### src/change_notify_defines.svh
// Constants for the input change notifier
`ifndef CHANGE_NOTIFY_DEFINES_SVH
`define CHANGE_NOTIFY_DEFINES_SVH

`define CN_PIN_COUNT     16
`define CN_ENABLE_RESET  16'h0000
`define CN_PULLUP_RESET  16'h0000
`define CN_MIN_HOLD_TCY  2

`endif

### src/change_notify_pkg.sv
// Types shared by the input change notifier
`include "change_notify_defines.svh"
`default_nettype none
package change_notify_pkg;
    typedef logic [`CN_PIN_COUNT-1:0] pin_vec_type;

    typedef struct packed {
        pin_vec_type irq_enable;
        pin_vec_type pullup_enable;
    } cn_config_type;
endpackage
`default_nettype wire

### src/input_change_notifier.sv
// Input change notification: sampling, compare, sticky flag, sleep wake path
`include "change_notify_defines.svh"
`default_nettype none
module input_change_notifier
(
    // Clock and reset
    input  wire logic                        mclk,
    input  wire logic                        rst_n,
    // Monitored pins, raw from the pads
    input  wire change_notify_pkg::pin_vec_type change_monitored_pin,
    // Per-pin enables written by the core
    input  wire change_notify_pkg::cn_config_type cfg,
    // Core side: sleep indication and flag clear
    input  wire logic                        sleep_mode,
    input  wire logic                        flag_clear,
    // Results
    output logic                             change_irq,
    output logic                             sleep_wake,
    output change_notify_pkg::pin_vec_type   pullup_on
);
    import change_notify_pkg::*;

    // ==========================================================
    // Input synchroniser
    pin_vec_type sync_meta;
    pin_vec_type sync_pin;
    pin_vec_type last_sample;
    pin_vec_type sleep_ref;
    logic        primed;
    logic [1:0]  prime_fill;
    logic        pin_state_change;

    always_ff @(posedge mclk or negedge rst_n)
    begin
        if (!rst_n)
        begin
            sync_meta <= '0;
            sync_pin  <= '0;
        end
        else
        begin
            sync_meta <= change_monitored_pin;
            sync_pin  <= sync_meta;
        end
    end

    // ==========================================================
    // Change compare
    // Two synchroniser stages mean a level held for two cycles is always seen
    // A pulse shorter than that may slip between two samples and be lost;
    // this is the price of sampling the pads on the instruction clock.
    always_ff @(posedge mclk or negedge rst_n)
    begin
        if (!rst_n)
            last_sample <= '0;
        else
            last_sample <= sync_pin;
    end

    // The compare stays blind until both synchroniser stages and the last
    // sample hold real pad levels. Without this, a pin that idles high (a
    // button with its pull-up on) would look like a change after reset.
    always_ff @(posedge mclk or negedge rst_n)
    begin
        if (!rst_n)
        begin
            prime_fill <= 2'h0;
            primed     <= 1'b0;
        end
        else
        begin
            prime_fill <= {prime_fill[0], 1'b1};
            primed     <= prime_fill[1];
        end
    end

    // Per-pin enable gates each compare bit; first three cycles after reset are ignored
    assign pin_state_change = primed &&
        (|((sync_pin ^ last_sample) & cfg.irq_enable));

    // ==========================================================
    // Sticky flag: a new change wins over a clear in the same cycle
    // Losing the set would drop a button press that lands while software
    // is still acknowledging the previous one.
    always_ff @(posedge mclk or negedge rst_n)
    begin
        if (!rst_n)
            change_irq <= 1'b0;
        else if (pin_state_change)
            change_irq <= 1'b1;
        else if (flag_clear)
            change_irq <= 1'b0;
    end

    // ==========================================================
    // Sleep path: the pad levels are compared against a snapshot taken while
    // running, with no clock involved, so a change wakes the core even when
    // mclk is stopped. The snapshot freezes once sleep_mode is high.
    always_ff @(posedge mclk or negedge rst_n)
    begin
        if (!rst_n)
            sleep_ref <= '0;
        else if (!sleep_mode)
            sleep_ref <= sync_pin;
    end

    // The raw pads are read here on purpose: with the clock stopped the
    // synchroniser cannot move. The wake line is therefore asynchronous and
    // the core must resynchronise it before using it as a clocked signal.
    // A pin that changes and returns while asleep drops the wake line again.
    assign sleep_wake = sleep_mode &&
        (|((change_monitored_pin ^ sleep_ref) & cfg.irq_enable));

    // ==========================================================
    // Pull-up controls; turning them off on outputs is left to software
    assign pullup_on = cfg.pullup_enable;

    // ==========================================================
    // Checks: capture path
    logic past_valid;
    always_ff @(posedge mclk or negedge rst_n)
    begin
        if (!rst_n)
            past_valid <= 1'b0;
        else
            past_valid <= 1'b1;
    end

    sync_chain_a: assert property (@(posedge mclk) disable iff (!rst_n)
        past_valid |-> sync_pin == $past(sync_meta))
        else $error("synchroniser stage skipped");

    sample_follow_a: assert property (@(posedge mclk) disable iff (!rst_n)
        past_valid |-> last_sample == $past(sync_pin))
        else $error("last sample not updated");

    // ==========================================================
    // Checks: flag
    flag_sets_a: assert property (@(posedge mclk) disable iff (!rst_n)
        pin_state_change |=> change_irq)
        else $error("change did not set the flag");

    flag_sticky_a: assert property (@(posedge mclk) disable iff (!rst_n)
        change_irq && !flag_clear |=> change_irq)
        else $error("flag dropped without a clear");

    flag_clears_a: assert property (@(posedge mclk) disable iff (!rst_n)
        flag_clear && !pin_state_change |=> !change_irq)
        else $error("flag did not clear");

    clear_race_a: assert property (@(posedge mclk) disable iff (!rst_n)
        pin_state_change && flag_clear |=> change_irq)
        else $error("clear beat a new change");

    quiet_flag_a: assert property (@(posedge mclk) disable iff (!rst_n)
        !change_irq && !pin_state_change |=> !change_irq)
        else $error("flag rose without a change");

    masked_pin_a: assert property (@(posedge mclk) disable iff (!rst_n)
        cfg.irq_enable == '0 |-> !pin_state_change)
        else $error("change seen on disabled pins");

    held_level_a: assert property (@(posedge mclk) disable iff (!rst_n)
        past_valid && primed && ($past(sync_pin) != sync_pin)
        && (($past(sync_pin) ^ sync_pin) & cfg.irq_enable) != '0
        |=> change_irq)
        else $error("enabled edge missed");

    pin_to_flag_a: assert property (@(posedge mclk) disable iff (!rst_n)
        primed && ((change_monitored_pin ^ sync_pin) & cfg.irq_enable) != '0
        && $stable(change_monitored_pin) && $stable(cfg.irq_enable)
        |=> ##[1:2] change_irq)
        else $error("stable change not flagged");

    // ==========================================================
    // Checks: sleep path and pull-ups
    sleep_wake_a: assert property (@(posedge mclk) disable iff (!rst_n)
        !sleep_mode |-> !sleep_wake)
        else $error("wake outside sleep");

    snapshot_hold_a: assert property (@(posedge mclk) disable iff (!rst_n)
        past_valid && $past(sleep_mode) |-> sleep_ref == $past(sleep_ref))
        else $error("snapshot moved during sleep");

    wake_follow_a: assert property (@(posedge mclk) disable iff (!rst_n)
        sleep_mode && ((change_monitored_pin ^ sleep_ref) & cfg.irq_enable) != '0
        |-> sleep_wake)
        else $error("sleep change did not wake");

    pullup_map_a: assert property (@(posedge mclk) disable iff (!rst_n)
        pullup_on == cfg.pullup_enable)
        else $error("pull-up control mismatch");

    // ==========================================================
    // Coverage of the main scenarios
    flag_set_c:    cover property (@(posedge mclk) disable iff (!rst_n) $rose(change_irq));
    masked_c:      cover property (@(posedge mclk) disable iff (!rst_n)
        primed && (sync_pin ^ last_sample) != '0 && !pin_state_change);
    sleep_flag_c:  cover property (@(posedge mclk) disable iff (!rst_n)
        sleep_mode && change_irq);
    clear_race_c:  cover property (@(posedge mclk) disable iff (!rst_n)
        pin_state_change && flag_clear);
    sleep_wake_c:  cover property (@(posedge mclk) disable iff (!rst_n) $rose(sleep_wake));
endmodule
`default_nettype wire

### config.mk
export PLATFORM = sky130hd
export DESIGN_NAME = input_change_notifier
export DESIGN_NICKNAME = d
export VERILOG_FILES = /design/src/change_notify_pkg.sv /design/src/input_change_notifier.sv
export VERILOG_INCLUDE_DIRS = /design/src
export SDC_FILE = /design/constraint.sdc
export NUM_CORES = 1
export LEC_CHECK = 0
export BUFFER_PORTS_ARGS = -buffer_cell sky130_fd_sc_hd__buf_2
export CAP_MARGIN = 20
export CORE_MARGIN = 1
export CORE_UTILIZATION = 48
export CTS_BUF_LIST = sky130_fd_sc_hd__clkbuf_8
export CTS_CLUSTER_DIAMETER = 60
export CTS_CLUSTER_SIZE = 40
export DETAILED_ROUTE_END_ITERATION = 8
export PLACE_DENSITY_LB_ADDON = 0.1
export SYNTH_ARGS = -nofsm -noshare
export SYNTH_HDL_FRONTEND = slang
export SYNTH_SLANG_ARGS = --single-unit
### constraint.sdc
create_clock -name mclk -period 1.4 [get_ports mclk]
set_clock_uncertainty 0.15 [all_clocks]
set_input_delay 0.35 -clock mclk [delete_from_list [all_inputs] [get_ports mclk]]
set_output_delay 0.35 -clock mclk [all_outputs]
set_load 0.01 [all_outputs]
Yosys cells after proc, flatten, opt, wreduce, memory -nomap -nowiden. Cells that the tools add are included.

Flip-flop bits (word level): 68. Output and inout port bits: 18. Word-level logic and storage cells: 18.

Muxes and demuxes: 2. Bitwise operators: 4. Reductions and logical operators: 5.

Operators by type and width (number): bitwise AND 16 bit (2); OR reduction 16 bit (2); bitwise XOR 16 bit (2); logical AND 1 bit (2); 2-to-1 mux 1 bit (2); nonzero test 2 bit (1).

Longest topological paths before layout.
Depth in word-level cells: 5. Mapped depth: 5.

Worst setup path after synthesis. Ideal clock, no wire load.

Path type: flip-flop to output port. Start: register sleep_ref[14]. End: output sleep_wake. Data arrival time: 1.001 ns. Path slack: -0.101 ns. Stages on the path, launching flop included: 5. Buffers on the path: 0. Path through: dfrtp_1 > xor2_1 > a22oi_1 > nand4_1 > o21a_1.

Word-level cells in the longest chain between the ends: 4.

Ends and longest elaborated chain: start, declared (line input_change_notifier.sv:28) `pin_vec_type sleep_ref;`; start signal, assigned (line input_change_notifier.sv:104) `sleep_ref <= sync_pin;`; bitwise XOR 16 bit (line input_change_notifier.sv:112) `(|((change_monitored_pin ^ sleep_ref) & cfg.irq_enable));`; bitwise AND 16 bit (line input_change_notifier.sv:112); OR reduction 16 bit (line input_change_notifier.sv:112); logical AND 1 bit (line input_change_notifier.sv:111) `assign sleep_wake = sleep_mode &&`; end, declared (line input_change_notifier.sv:18) `output logic sleep_wake,`.

Every way passes these cells.

Worst setup path after layout. Ends and elaborated chain as after synthesis.

==> results by group <==
Status
  – Status: complete, but fails checks
  – Failing checks: setup timing

Floorplan
  – Die height: between 70 and 80 um
  – Die W: 73.72 um
  – Core area: 4848 um^2
  – # rows: 25
  – IO Count: 70
  – Initial Util: between 50% and 60%
  – Total die area: 5434 um^2

Finish
  – Post-Layout Cell Count: 306
  – Area Growth Syn to Fin: 34.06%
  – Design Area, Final: around 3300 um^2
  – Final #Nets: 286
  – Layout cells sized above 1: a little under half
  – Inserted Diodes: 0

Clocking
  – Root Buffer: clkbuf_8
  – CTS buffer count: 9
  – Sink Count: 68
  – Skew-Pair Late Insertion Delay: roughly 0.34 ns
  – H-tree level count: 3
  – Clock Tree Buf Depth: 2
  – CTS tree: yes
  – Clock transition at the registers of the reported paths: roughly 0.070 ns

Drt
  – Iter 0 DRT Violations: 36
  – DR vias/cell: 4.788
  – Via count: between 1,000 and 1,500
  – WL/cell: ~15 um
  – Final ANT Viol Nets: 0
  – Final WL: about 4.6 mm
  – Drt first pass iters: 4
  – DRC: 0

Worst setup path
  – Setup CP Type: flop to output port
  – Reg2reg setup slack: -0.01 ns
  – Delay-heaviest family, CP: flip-flops
  – CP Capture Type: output port
  – Worst path arrival time: about 1.6 ns
  – Crit-path max FO: 2
  – Largest stage delay on the critical path: a little under 0.4 ns
  – CP Data Required Time: roughly 0.90 ns
  – Crit-path cells: xor2_1, a22oi_1, nand4_1, o21a_1, buf_2
  – WP buf/inv: 1
  – Worst path slowest cell: dfrtp_1
  – Worst setup SP type: flop

Placed design
  – DP Area: 2841 um^2
  – Cells after DPL: about 270
  – Final Wtd Congestion: around 0.78
  – Detail Placement HPWL: 3.245 mm
  – IO buf count: 37

Timing
  – Fin crit share: 148.1%
  – TNS Setup: -0.6794 ns
  – Max-slew violations: 0
  – WHS: about 0.046 ns
  – Setup ws final: -0.6731 ns
  – Min Tclk post-route: 2.073 ns
  – RSZ-0062 raised after global routing: yes
  – Final Hold Vio Count: 0
  – Fmax: approximately 0.48 GHz
  – Final setup violating endpoints: 2

Global routing
  – Total Routing Usage GR: 20.35%
  – Largest net degree at the start of global routing: 31
  – Total global routing overflow: 0
  – First-pass GRT wire length: 7.741 mm
  – Initial antenna violation count: 0
  – Vias in the first global route: between 1,500 and 2,000

Min path
  – HP Class: primary input to flop

Synthesis
  – Syn nets: ~210
  – Gate count after technology mapping: approximately 160
  – Largest area contributor in the netlist: dfrtp_1
  – EDFF count, synth: 0
  – #FFs+latches synth: 68
  – Yosys warns: 0
  – Leading post-synthesis cells by instance count: 68 x dfrtp_1, 32 x xor2_1, 16 x a22oi_1, 16 x buf_4, 16 x mux2_2
  – Ys async rst share: 100.0%
  – Synth Flop Type: dfrtp_1
  – Post-Syn Area: approximately 2500 um^2
  – Sequential area share after synthesis: a little under 70%
  – Most common cell in the netlist: dfrtp_1
  – Share of the synthesized area in the top cell type: 68.93%
  – Count of cell types in the netlist: 12
  – Ranking of synthesized cells by area: dfrtp_1 69%, xor2_1 11%, mux2_2 7.3%
  – Post-synthesis area per instance: 15.53 um^2

Power and ir drop
  – Power Dens Cells: 1391 nW/um^2
  – VDD IR max: 0.0009554 V
  – Power Total: about 4.6 mW
  – Leakage: roughly 1.5 nW

Run
  – Max Cap Viol: 0
==> where the power goes <==
part	switching, mW	internal, mW	total, mW	leakage, nW
sequential	0.0680	2.09	2.16	0.792
clock	0.705	1.29	1.99	0.130
combinational	0.199	0.258	0.457	0.628
total	0.972	3.63	4.60	1.55
==> flip-flops by register name, indices dropped and copies added (netlist names) <==
register,cells
prime_fill,2
last_sample,16
change_irq,1
sleep_ref,16
sync_meta,16
sync_pin,16
primed,1
==> timing repair <==
action	CTS	global route
pin swaps	8	5
hold buffers	14	0
setup endpoints to repair	2	2
hold endpoints to repair	23	0
gates resized for setup	2	6
cloned	0	0
buffers inserted	4	0
==> path summary, 6_finish.rpt <==
check                                   start         endpoint  cells after the start
worst max-delay path            sleep_ref[14]       sleep_wake                      5
worst min-delay path               flag_clear       change_irq                      2
worst max register to register   sync_pin[13]       change_irq                      5
worst min register to register   sync_meta[4]      sync_pin[4]                      0
max in group asynchronous               rst_n     sleep_ref[0]                      3
min in group asynchronous               rst_n  last_sample[15]                      2
==> cells in the final DEF (no fill, tap or decap) <==
cell type,n
dfrtp_1,68
buf_2,37
xor2_1,32
buf_4,28
mux2_2,16
dlygate4sd3_1,14
clkbuf_8,11
a22oi_1,9
a22oi_2,7
nand4_1,4
bufinv_16,3
buf_12,3
clkinv_4,2
o21a_1,1
inv_1,1
o21ai_2,1
o21ai_1,1
conb_1,1
==> cells by family after synthesis <==
kind of cell / synth area share [%]
compound gates: 5.576
xor+xnor: 11.35
buf+inv: 5.676
flops: 68.93
mux: 7.298
other cells: 0.1519
simple gates: 1.014
==> metal layers <==
| layer | wire length (um) | track usage (%) |
|---|---|---|
| met5 | 0 | 0 |
| met2 | 2216 | 32.11 |
| met3 | 301 | 8.505 |
| met1 | 1944 | 23.95 |
| met4 | 165 | 10.04 |
==> per-stage QoR <==
| step | util (%) | worst slack (ns) |
|---|---|---|
| after detailed placement | 58.61 | -0.4438 |
| after CTS | 67.66 | -0.7007 |
| final | 68.26 | -0.6731 |
| after global routing | 68.26 | -0.7861 |
| after floorplan | - | -0.07008 |
| after global placement | 58.61 | -0.4370 |
==> area by class of cell <==
type	count	area, um^2
Sequential cell	68	1702
Clock inverter	5	107.6
Timing Repair Buffer	82	595.6
Clock buffer	11	151.4
Multi-Input combinational cell	72	665.6
Tap cell	67	83.83
Fill cell	354	1539
Inverter	1	3.754
==> worst register-to-register path, stage by stage, from the launching register on <==
cell and delay [ns]:
dfrtp_1 0.40, xor2_1 0.16, a22oi_2 0.21, nand4_1 0.13
o21ai_2 0.17, o21ai_1 0.08
(Power assumes the default switching activity.)
